$ cat src/pkg/rtcad_pkg.sv
/*
 * Shared constants and types for the clock alarm and drift trim block:
 * register offsets, field positions, reset values, mask codes and the
 * packed state record of the top module.
 * Assumes a single 200 MHz APB clock domain; the timekeeping counters
 * live outside and feed this block with ticks and time digits.
 */
package rtcad_pkg;

   // ----------------------------------------------------------------
   // Bus and register map
   // ----------------------------------------------------------------
   localparam int           APB_AW          = 8;
   localparam logic [7:0]   OFF_CFG_TRIM    = 8'h00;
   localparam logic [7:0]   OFF_ALARM_CFG   = 8'h04;
   localparam logic [7:0]   OFF_AL_MDY      = 8'h08;
   localparam logic [7:0]   OFF_AL_WDHR     = 8'h0c;
   localparam logic [7:0]   OFF_AL_MINSEC   = 8'h10;
   localparam logic [7:0]   OFF_STATUS      = 8'h14;

   // ----------------------------------------------------------------
   // Field positions
   // ----------------------------------------------------------------
   localparam int           POS_TIMER_RUN   = 15;
   localparam int           POS_ALARM_EN    = 15;
   localparam int           POS_INDEF_RPT   = 14;
   localparam int           POS_MASK_LO     = 10;
   localparam int           POS_STAT_PULSE  = 0;
   localparam int           POS_STAT_BUSY   = 1;
   localparam int           POS_STAT_NEG    = 2;

   // Implemented BCD bits of the compare words, others read zero
   localparam logic [15:0]  MDY_BITS        = 16'h1f3f;
   localparam logic [15:0]  WDHR_BITS       = 16'h073f;
   localparam logic [15:0]  MINSEC_BITS     = 16'h7f7f;

   // ----------------------------------------------------------------
   // Reset values and the repeat-count wrap value
   // ----------------------------------------------------------------
   localparam logic [7:0]   RST_TRIM        = 8'h00;
   localparam logic [3:0]   RST_MASK        = 4'h0;
   localparam logic [7:0]   RST_RPT         = 8'h00;
   localparam logic [15:0]  RST_WORD        = 16'h0000;
   localparam logic [7:0]   RPT_WRAP        = 8'hff;

   // ----------------------------------------------------------------
   // Trim and mask codes
   // ----------------------------------------------------------------
   localparam int           PULSES_PER_STEP = 4;
   localparam int           TRIM_SHIFT      = $clog2(PULSES_PER_STEP);
   localparam int           TRIM_LEFT_W     = 8 + TRIM_SHIFT;

   localparam logic [3:0]   MSK_HALF_SEC    = 4'h0;
   localparam logic [3:0]   MSK_SEC         = 4'h1;
   localparam logic [3:0]   MSK_TEN_SEC     = 4'h2;
   localparam logic [3:0]   MSK_MIN         = 4'h3;
   localparam logic [3:0]   MSK_TEN_MIN     = 4'h4;
   localparam logic [3:0]   MSK_HOUR        = 4'h5;
   localparam logic [3:0]   MSK_DAY         = 4'h6;
   localparam logic [3:0]   MSK_WEEK        = 4'h7;
   localparam logic [3:0]   MSK_MONTH       = 4'h8;
   localparam logic [3:0]   MSK_YEAR        = 4'h9;

   // ----------------------------------------------------------------
   // Types
   // ----------------------------------------------------------------
   typedef enum logic {TRIM_IDLE, TRIM_RUN} rtcad_trim_e;

   typedef struct packed {
      logic                   timer_run;
      logic [7:0]             trim;
      logic                   alarm_enable;
      logic                   indefinite_repeat;
      logic [3:0]             alarm_interval_mask;
      logic [7:0]             alarm_repeat_count;
      logic [15:0]            al_mdy;
      logic [15:0]            al_wdhr;
      logic [15:0]            al_minsec;
      rtcad_trim_e            tstate;
      logic                   trim_neg;
      logic [TRIM_LEFT_W-1:0] trim_left;
      logic                   trim_add;
      logic                   trim_drop;
      logic                   irq;
      logic                   alarm_pulse;
      logic                   pready;
      logic                   pslverr;
      logic [31:0]            prdata;
   } rtcad_state_s;

endpackage

$ cat src/rtl/rtcad_match.sv
/*
 * Alarm digit comparator: decides whether the current time matches the
 * alarm compare words under the selected interval mask.
 * Assumes time and alarm words share the same BCD layout and that the
 * caller qualifies the result with the half-second tick.
 */
`timescale 1ns/1ps
module rtcad_match
   import rtcad_pkg::*;
(
   // Selection
   input  wire logic [3:0]  mask,
   input  wire logic        second_edge,
   // Current time digits
   input  wire logic [15:0] tm_mdy,
   input  wire logic [15:0] tm_wdhr,
   input  wire logic [15:0] tm_minsec,
   // Alarm compare digits
   input  wire logic [15:0] al_mdy,
   input  wire logic [15:0] al_wdhr,
   input  wire logic [15:0] al_minsec,
   // Result
   output logic             match
);
   import rtcad_pkg::*;

   logic sec1_eq, sec_eq, min1_eq, min_eq, hour_eq, weekday_digit_eq, day_eq, mon_eq;

   // Per-digit equality
   always_comb begin
      sec1_eq = tm_minsec[3:0] == al_minsec[3:0];
      sec_eq  = tm_minsec[6:0] == al_minsec[6:0];
      min1_eq = tm_minsec[11:8] == al_minsec[11:8];
      min_eq  = tm_minsec[14:8] == al_minsec[14:8];
      hour_eq = tm_wdhr[5:0] == al_wdhr[5:0];
      weekday_digit_eq = tm_wdhr[10:8] == al_wdhr[10:8];
      day_eq  = tm_mdy[5:0] == al_mdy[5:0];
      mon_eq  = tm_mdy[12:8] == al_mdy[12:8];
   end

   // Wider intervals add digits on top of the narrower ones; month swaps the weekday digit for the day digits
   always_comb begin
      case (mask)
         MSK_HALF_SEC: match = 1'b1;
         MSK_SEC:      match = second_edge;
         MSK_TEN_SEC:  match = second_edge & sec1_eq;
         MSK_MIN:      match = second_edge & sec_eq;
         MSK_TEN_MIN:  match = second_edge & sec_eq & min1_eq;
         MSK_HOUR:     match = second_edge & sec_eq & min_eq;
         MSK_DAY:      match = second_edge & sec_eq & min_eq & hour_eq;
         MSK_WEEK:     match = second_edge & sec_eq & min_eq & hour_eq & weekday_digit_eq;
         MSK_MONTH:    match = second_edge & sec_eq & min_eq & hour_eq & day_eq;
         // Full date compare, so a leap-day setting only hits in leap years
         MSK_YEAR:     match = second_edge & sec_eq & min_eq & hour_eq & day_eq & mon_eq;
         default:      match = 1'b0;
      endcase
   end

endmodule

$ cat src/rtl/rtcad_top.sv
/*
 * Alarm sequencer and per-minute drift trim of a real-time clock, with an
 * APB register slave. One state record, one combinational next-state
 * process and one register process.
 * Assumes the timekeeping counters sit outside: they supply the crystal
 * pulse tick, the minute tick, the half-second tick and the BCD time words,
 * all synchronous to pclk, and they consume the trim add/drop pulses.
 */
// Added by the designer: the APB interface to the registers and the address map.
`timescale 1ns/1ps

module rtcad_top
   import rtcad_pkg::*;
(
   // Clock and reset
   input  wire logic                        pclk,
   input  wire logic                        presetn,
   // APB slave
   input  wire logic                        psel,
   input  wire logic                        penable,
   input  wire logic                        pwrite,
   input  wire logic [rtcad_pkg::APB_AW-1:0] paddr,
   input  wire logic [31:0]                 pwdata,
   input  wire logic [3:0]                  pstrb,
   output logic                             pready,
   output logic                             pslverr,
   output logic [31:0]                      prdata,
   // Timebase from the timekeeping counters
   input  wire logic                        osc_tick,
   input  wire logic                        minute_tick,
   input  wire logic                        half_tick,
   input  wire logic                        second_edge,
   input  wire logic [15:0]                 tm_mdy,
   input  wire logic [15:0]                 tm_wdhr,
   input  wire logic [15:0]                 tm_minsec,
   // Trim requests to the timer counter
   output logic                             trim_add,
   output logic                             trim_drop,
   // Alarm outputs
   output logic                             alarm_irq,
   output logic                             alarm_pulse
);
   import rtcad_pkg::*;

   // ----------------------------------------------------------------
   // Declarations
   // ----------------------------------------------------------------
   rtcad_state_s q, d;
   logic         match;
   logic         alarm_evt;
   logic         setup;
   logic         wr_acc;
   logic [7:0]   trim_mag;

   // Byte-lane merge used by every writable register
   function automatic logic [15:0] merge16(input logic [15:0] old_v,
                                           input logic [31:0] wdat,
                                           input logic [3:0]  strb);
      logic [15:0] r;
      r = old_v;
      if (strb[0]) begin
         r[7:0] = wdat[7:0];
      end
      if (strb[1]) begin
         r[15:8] = wdat[15:8];
      end
      return r;
   endfunction

   // ----------------------------------------------------------------
   // Digit comparator
   // ----------------------------------------------------------------
   rtcad_match u_match (
      .mask        (q.alarm_interval_mask),
      .second_edge (second_edge),
      .tm_mdy      (tm_mdy),
      .tm_wdhr     (tm_wdhr),
      .tm_minsec   (tm_minsec),
      .al_mdy      (q.al_mdy),
      .al_wdhr     (q.al_wdhr),
      .al_minsec   (q.al_minsec),
      .match       (match)
   );

   // Alarm is only judged on half-second ticks
   assign alarm_evt = half_tick & q.alarm_enable & match;
   assign setup     = psel & ~penable;
   assign wr_acc    = psel & penable & q.pready & pwrite;
   assign trim_mag  = q.trim[7] ? 8'(-q.trim) : q.trim;

   // ----------------------------------------------------------------
   // Next state
   // ----------------------------------------------------------------
   always_comb begin
      logic [15:0] cfg_w;
      cfg_w       = 16'h0000;
      d           = q;
      d.pready    = 1'b0;
      d.pslverr   = 1'b0;
      d.irq       = 1'b0;
      d.trim_add  = 1'b0;
      d.trim_drop = 1'b0;

      // Trim sequencer: load a pulse budget each minute, spend one per crystal pulse
      case (q.tstate)
         TRIM_IDLE: begin
            if (minute_tick && q.timer_run && q.trim != RST_TRIM) begin
               d.trim_neg  = q.trim[7];
               d.trim_left = {trim_mag, TRIM_SHIFT'(0)};
               d.tstate    = TRIM_RUN;
            end
         end
         TRIM_RUN: begin
            if (osc_tick) begin
               d.trim_add  = ~q.trim_neg;
               d.trim_drop = q.trim_neg;
               d.trim_left = q.trim_left - TRIM_LEFT_W'(1);
               if (q.trim_left == TRIM_LEFT_W'(1)) begin
                  d.tstate = TRIM_IDLE;
               end
            end
            // Stopping the timer abandons the rest of this minute's budget
            if (!q.timer_run) begin
               d.tstate = TRIM_IDLE;
            end
         end
         default: d.tstate = TRIM_IDLE;
      endcase

      // Alarm sequencing: interrupt, toggle, then count down or disable
      if (alarm_evt) begin
         d.irq         = 1'b1;
         d.alarm_pulse = ~q.alarm_pulse;
         if (q.alarm_repeat_count != RST_RPT) begin
            d.alarm_repeat_count = q.alarm_repeat_count - 8'h01;
         end else if (q.indefinite_repeat) begin
            d.alarm_repeat_count = RPT_WRAP;
         end else begin
            d.alarm_enable = 1'b0;
         end
      end

      // APB setup cycle: decode and prepare the answer for the access cycle
      if (setup) begin
         d.pready = 1'b1;
         d.prdata = 32'h0000_0000;
         if (paddr == OFF_CFG_TRIM) begin
            d.prdata[POS_TIMER_RUN] = q.timer_run;
            d.prdata[7:0]           = q.trim;
         end else if (paddr == OFF_ALARM_CFG) begin
            d.prdata[POS_ALARM_EN]  = q.alarm_enable;
            d.prdata[POS_INDEF_RPT] = q.indefinite_repeat;
            d.prdata[POS_MASK_LO +: 4] = q.alarm_interval_mask;
            d.prdata[7:0]           = q.alarm_repeat_count;
         end else if (paddr == OFF_AL_MDY) begin
            d.prdata[15:0] = q.al_mdy;
         end else if (paddr == OFF_AL_WDHR) begin
            d.prdata[15:0] = q.al_wdhr;
         end else if (paddr == OFF_AL_MINSEC) begin
            d.prdata[15:0] = q.al_minsec;
         end else if (paddr == OFF_STATUS) begin
            d.prdata[POS_STAT_PULSE] = q.alarm_pulse;
            d.prdata[POS_STAT_BUSY]  = q.tstate == TRIM_RUN;
            d.prdata[POS_STAT_NEG]   = q.trim_neg;
         end else begin
            d.pslverr = 1'b1;
         end
      end

      // APB write at the access edge; a same-cycle alarm update to the
      // config register is overridden so software sees what it wrote
      if (wr_acc) begin
         if (paddr == OFF_CFG_TRIM) begin
            cfg_w       = merge16({q.timer_run, 7'h00, q.trim}, pwdata, pstrb);
            d.timer_run = cfg_w[POS_TIMER_RUN];
            d.trim      = cfg_w[7:0];
         end else if (paddr == OFF_ALARM_CFG) begin
            cfg_w = merge16({q.alarm_enable, q.indefinite_repeat, q.alarm_interval_mask,
                             2'b00, q.alarm_repeat_count}, pwdata, pstrb);
            d.alarm_enable        = cfg_w[POS_ALARM_EN];
            d.indefinite_repeat   = cfg_w[POS_INDEF_RPT];
            d.alarm_interval_mask = cfg_w[POS_MASK_LO +: 4];
            d.alarm_repeat_count  = cfg_w[7:0];
         end else if (paddr == OFF_AL_MDY) begin
            d.al_mdy = merge16(q.al_mdy, pwdata, pstrb) & MDY_BITS;
         end else if (paddr == OFF_AL_WDHR) begin
            d.al_wdhr = merge16(q.al_wdhr, pwdata, pstrb) & WDHR_BITS;
         end else if (paddr == OFF_AL_MINSEC) begin
            d.al_minsec = merge16(q.al_minsec, pwdata, pstrb) & MINSEC_BITS;
         end
      end
   end

   // ----------------------------------------------------------------
   // State register
   // ----------------------------------------------------------------
   always_ff @(posedge pclk or negedge presetn) begin
      if (!presetn) begin
         q                     <= '0;
         q.trim                <= RST_TRIM;
         q.alarm_interval_mask <= RST_MASK;
         q.alarm_repeat_count  <= RST_RPT;
         q.al_mdy              <= RST_WORD;
         q.al_wdhr             <= RST_WORD;
         q.al_minsec           <= RST_WORD;
         q.tstate              <= TRIM_IDLE;
      end else begin
         q <= d;
      end
   end

   // Outputs straight from the state record
   assign pready      = q.pready;
   assign pslverr     = q.pslverr;
   assign prdata      = q.prdata;
   assign trim_add    = q.trim_add;
   assign trim_drop   = q.trim_drop;
   assign alarm_irq   = q.irq;
   assign alarm_pulse = q.alarm_pulse;
endmodule

$ cat config.mk
export PLATFORM = sky130hd
export DESIGN_NAME = rtcad_top
export DESIGN_NICKNAME = d
export VERILOG_FILES = /design/src/pkg/rtcad_pkg.sv /design/src/rtl/rtcad_match.sv /design/src/rtl/rtcad_top.sv
export SDC_FILE = /design/constraint.sdc
export NUM_CORES = 1
export LEC_CHECK = 0
export BUFFER_PORTS_ARGS = -buffer_cell sky130_fd_sc_hd__buf_4
export CELL_PAD_IN_SITES_DETAIL_PLACEMENT = 0
export CELL_PAD_IN_SITES_GLOBAL_PLACEMENT = 1
export CORE_AREA = 2 2 117 119
export DETAILED_ROUTE_END_ITERATION = 7
export DIE_AREA = 0 0 119 121
export PLACE_DENSITY = 0.87
export SLEW_MARGIN = 10
export SYNTH_ARGS = -nofsm -noshare
export SYNTH_HDL_FRONTEND = slang
export SYNTH_SLANG_ARGS = --single-unit
export TNS_END_PERCENT = 50
$ cat constraint.sdc
create_clock -name pclk -period 3.1 [get_ports pclk]
set_input_delay 0.155 -clock pclk [delete_from_list [all_inputs] [get_ports pclk]]
set_output_delay 0.155 -clock pclk [all_outputs]
set_load 0.05 [all_outputs]
After elaboration in Yosys (flattened, before gate mapping)
Cells that the tools add are included.
Word-level totals
  bits in registers: 91
  input port bits: 101
  output and inout bits: 38
  word-level logic and storage cells: 143
Operators by class
  $add $sub $neg: 3
  equal/unequal tests: 27
  mux-type cells: 52
  bitwise operators: 22
  reductions and logical operators: 17
Operators with widths (count)
  62-bit two-way mux: 2
  8-bit two-way mux: 8
  15-bit two-way mux: 4
  45-bit two-way mux: 1
  12-bit two-way mux: 3
  34-bit two-way mux: 1
  27-bit two-way mux: 1
  7-bit two-way mux: 3
  10-bit one-hot mux with 2 select lines: 1
  6-bit two-way mux: 3
  4-bit by 3-bit equality test with 1-bit output, second input constant: 4
  8-bit by 4-bit equality test with 1-bit output, second input constant: 2
  8-bit by 5-bit equality test with 1-bit output, second input constant: 2
  8-bit nonzero test: 2
  1-bit AND: 14
  7-bit equality test: 2
  14-bit two-way mux: 1
  7-bit AND reduction: 2
  1-bit two-way mux: 13
  13-bit two-way mux: 1
  6-bit equality test: 2
  6-bit AND reduction: 2
  11-bit two-way mux: 1
  10-bit by 1-bit equality test with 1-bit output, second input constant: 1
  other kinds (25): 45

Longest topological paths before layout
  depth in word-level cells: 12
  depth in mapped cells: 9

Modules after synthesis
A second synthesis with hierarchy kept.
Second synthesis, totals
  cells, all modules: 519
  area, all modules: 5257.5 µm²
By module, submodules not included
  rtcad_top: times used 1, cells each 452, area an instance 4762.1 µm²
  rtcad_match: times used 1, cells each 67, area an instance 495.5 µm²

Least setup slack after synthesis
OpenSTA, ideal clock, no wires.
  path kind: register to register
  start: reg q[101] (netlist bit)
  end: reg q[105] (netlist bit)
  library setup time: 126 ps
  data arrival time: 2055 ps
  setup slack: 919 ps
  stages on the path, launching flop included: 9
  period minus slack after synthesis: 2181 ps
  cell sequence: dfrtp_1 -> buf_2 -> or4_1 -> or3_1 -> or3_4 -> nand2_2 -> a31oi_1 -> mux2i_1 -> o21ai_1
Between the ends
  longest elaborated chain between the ends: 6
  elaborated cells on any way between the ends: 7
  classes of those cells: add/sub: 1; mux: 5; reduce/logical: 1
Ends and longest elaborated chain
  start: declaration: RTL line rtcad_top.sv:48  | rtcad_state_s q, d;
  8-bit by 1-bit subtractor with 8-bit output / 8-bit nonzero test (equally long branches): RTL line rtcad_top.sv:135, rtcad_top.sv:134
  8-bit two-way mux (*): RTL line rtcad_top.sv:134  | if (q.alarm_repeat_count != RST_RPT) begin
  8-bit two-way mux (*): RTL line rtcad_top.sv:131  | if (alarm_evt) begin
  14-bit two-way mux: RTL line rtcad_top.sv:177  | end else if (paddr == OFF_ALARM_CFG) begin
  62-bit two-way mux: RTL line rtcad_top.sv:173  | if (paddr == OFF_CFG_TRIM) begin
  62-bit two-way mux (*): RTL line rtcad_top.sv:172  | if (wr_acc) begin
Mark *: on every way between the ends. The rest lies on a longest branch, timed or not.
A chain may end at the register's enable or synchronous reset.

Worst setup path after layout
  start: reg q[71] (netlist name)
  end: reg q, in the netlist alarm_pulse
Between the ends
  longest elaborated chain between the ends: 6
  elaborated cells on any way between the ends: 7
  classes of those cells: eq/ne: 1; mux: 1; bitwise: 5
Ends and longest elaborated chain
  6-bit equality test (*): RTL line rtcad_match.sv:35  | hour_eq = tm_wdhr[5:0] == al_wdhr[5:0];
  1-bit AND (*)
  1-bit AND: RTL line rtcad_match.sv:52, rtcad_match.sv:54
  1-bit AND: RTL line rtcad_match.sv:54  | MSK_YEAR: match = second_edge & sec_eq & min_eq & hour_eq & day_eq & mon_eq;
  1-bit one-hot mux with 10 select lines (*): RTL line rtcad_match.sv:43  | case (mask)
  1-bit AND (*): RTL line rtcad_top.sv:86  | assign alarm_evt = half_tick & q.alarm_enable & match;
  via alarm_evt: RTL line rtcad_top.sv:50  | logic alarm_evt;
The timed path passes the listed nets; every way through them passes the cells marked *.

==> flow_summary.yaml <==
placement:
  pre_cts_slack_ns: 0.640
  gp_congestion: 0.953
  placed_cell_area_mm2: 0.00590
  port_buffers: 90
  place_hpwl_mm: 10.3
clock_tree:
  clock_path_buffers: 2
  htree_levels: 3
  cts_tree: "done"
  root_buffer: "clkbuf_16"
  path_clk_slew_ns: 0.06
  clkSinkCount: 91
  post_cts_resized: 0
  numCtsBuffers: 9
  clock_latency_ns: 0.34
routing:
  drcViolationCount: 0
  wirelength_mm: 13.6
  vias: 4193
  drtAntennaViolNets: 0
  drtIter0Drc: 385
  first_pass_iters: 5
  via_per_inst: 5.48
  wl_per_cell_um: 17.7
timing:
  max_freq_ghz: 0.424
  setup_ws_ns: 0.743
  tns_ns: 0
  hold_viol_final: 0
  tightest_slew_ns: 0.973
  maxSlewHeadroom: 0.351
  timing.final.crit_share: 0.760
  setup_violations: 0
  rsz0062_at_grt: "false"
  fin_worst_skew_ns: 0.00538
  drv_slew: 0
  fin_crit_ns: 2.36
die:
  dieWidth_um: 119
  dieArea_mm2: 0.0144
  rows: 42
  io-pin-count: 139
  coreArea_mm2: 0.0131
  die_h_um: 121
  initial_utilization: 0.402
cells_and_area:
  final_nets: 690
  drive_above_1_share: 0.275
  syn_to_final_growth_pct: 18.2
  final_util: 0.476
  fin_area_mm2: 0.00622
  n_antenna_cell: 0
logic_synthesis:
  synth_top_area_cell: "dfrtp_1"
  ys_seq_area_frac: 0.433
  yosysWarnings: 0
  synth.most_common_cell: "dfrtp_1"
  synthesis.area_mm2: 0.00526
  synth_area_leaders: "dfrtp_1 (43%), mux2_2 (9.2%), buf_4 (4.7%)"
  synth_seq_cells: 91
  synth_ff_type: "dfrtp_1"
  synth-edff-count: 0
  synthCells: 522
  async_flop_share: 1.00
  yosysTopAreaCellShare: 0.433
  synth_common_cells: "dfrtp_1 (91), mux2_2 (43), buf_4 (33), nand2_1 (33), nor2_1 (33)"
  syn_avg_cell_area_um2: 10.1
  yosysUniqueCellTypes: 60
outcome:
  status: "finished, final reports clean"
worst_setup_path:
  worstPathMaxFanout: 12
  crit_buf_inv: 0
  critPathCaptureType: "flop"
  path_cells: "xor2_1 > nor4_1 > nand4_1 > o21ai_0 > a31o_2 > and2_1 > xor2_1"
  required_ns: 3.37
  worst-endpoint-arrival_ns: 2.63
  slowest_delay_ns: 0.55
  critPathSlowestCell: "nor4_1"
  setup.worst_path.class: "flop to flop"
  cpLargestDelayFamily: "simple AND/OR/NAND/NOR gates"
  reg2reg_setup_slack_ns: 0.74
  crit_top_cell: "xor2_1"
  startpoint_type: "flop"
global_route:
  antenna_found_initial: 0
  grt_overflow_total: 0
  grt_max_degree: 47
  grt_first_pass_wirelength_mm: 21.5
  grt_pass1_vias: 4042
  grt_use_total: 0.193
power:
  power_density_mw_per_mm2: 415
  clkPwrFrac: 0.446
  share_comb_of_total_power: 0.092
  cellInternalPower_w: 0.00199
  p_sw_w: 0.000598
  p_leak_nw: 2.94
  switching_share: 0.231
  irDropWorstVdd_mv: 0.244
  p_seq_frac: 0.462
run:
  drv_cap: 0
min_path:
  worstHoldPathType: "primary input to flop"
[timing repair]
item,4_1_cts,5_1_grt
buffers inserted,0,0
hold endpoints to repair,45,0
hold buffers,1,0
[worst paths after layout]
check	from	end	cells after the start
max in group asynchronous	presetn	trim_add$_DFF_PN0_	3
worst min-delay path	pwdata[9]	q[91]$_DFFE_PN0P_	2
worst max-delay path	q[71]$_DFFE_PN0P_	alarm_pulse$_DFFE_PN0N_	7
min in group asynchronous	presetn	q[41]$_DFFE_PN0P_	2
worst min register to register	prdata[12]$_DFFE_PN0P_	prdata[12]$_DFFE_PN0P_	2
worst max register to register	q[71]$_DFFE_PN0P_	alarm_pulse$_DFFE_PN0N_	7
[stage by stage]
stage	power (W)	std cells	hold slack, ns
floorplan	0.00134	537	-0.141
global placement	0.00145	749	0.209
detailed placement	0.00146	749	0.216
CTS	0.00260	765	0.0378
global route	0.00267	765	0.0431
finish	0.00259	765	0.0406
[kinds of logic (layout without fill, tap and decap cells)]
| logic type | after synthesis | in the layout | synth area share |
|---|---|---|---|
| xor gates and xnor gates | 41 | 41 | 0.0682 |
| adders and majority gates | 4 | 4 | 0.00951 |
| and+or+nand+nor | 150 | 150 | 0.151 |
| muxes | 68 | 68 | 0.141 |
| buffers and inverters | 67 | 119 | 0.0739 |
| other | 1 | 16 | 0.000712 |
| DFF | 91 | 91 | 0.433 |
| AOI/OAI and AO/OA | 100 | 100 | 0.122 |
[cell usage in the layout (no fill, tap or decap), types with 3 or more instances in the layout]
cell type / count
ha_1: 4
clkbuf_16: 9
a211oi_1: 6
nand3_1: 20
mux2i_1: 17
nor2_1: 33
xnor2_1: 22
nor2b_1: 3
a22oi_1: 11
dfrtp_1: 91
xor2_1: 19
a31oi_1: 12
nor3_1: 13
and2_1: 4
a32oi_1: 3
nand4_1: 3
buf_4: 92
clkbuf_8: 4
o211ai_1: 3
nand2b_1: 3
nand2_1: 33
o21ai_0: 28
and3_1: 7
a21oi_1: 14
mux2_2: 43
nor4_1: 3
or3_1: 9
mux2_1: 8
nand3b_1: 3
inv_1: 10
conb_1: 16
o31ai_1: 5
[metal layers]
metal | part of all wire | GRT usage | up-vias
met3 | 0.057 | 0.0423 | 21
met1 | 0.45 | 0.266 | 2054
met4 | 0.023 | 0.0610 | 0
met2 | 0.47 | 0.305 | 155
met5 | 0 | 0 | -
li1 | - | - | 1963
[final cells by class]
class | instances | area, um^2
Sequential cell | 91 | 2280
Timing Repair Buffer | 94 | 721
Clock inverter | 1 | 30.0
Tap cell | 176 | 220
Inverter | 10 | 37.5
Fill cell | 1223 | 6860
Clock buffer | 14 | 284
Multi-Input combinational cell | 379 | 2650
[sequential cells by signal, indices dropped and copies added, names as in the netlist]
signal       count
q               69
prdata          16
alarm_irq        1
alarm_pulse      1
pready           1
pslverr          1
trim_add         1
trim_drop        1
[power by group through the flow]
stage / clock network (W) / registers [W] / logic (W)
after global placement: 0 / 0.00122 / 0.000236
after detailed placement: 0 / 0.00122 / 0.000238
final: 0.00115 / 0.00119 / 0.000238
after floorplan: 0 / 0.00122 / 0.000114
after CTS: 0.00116 / 0.00119 / 0.000240
after global routing: 0.00122 / 0.00119 / 0.000256
No activity file was read; power rests on OpenSTA's default activity.
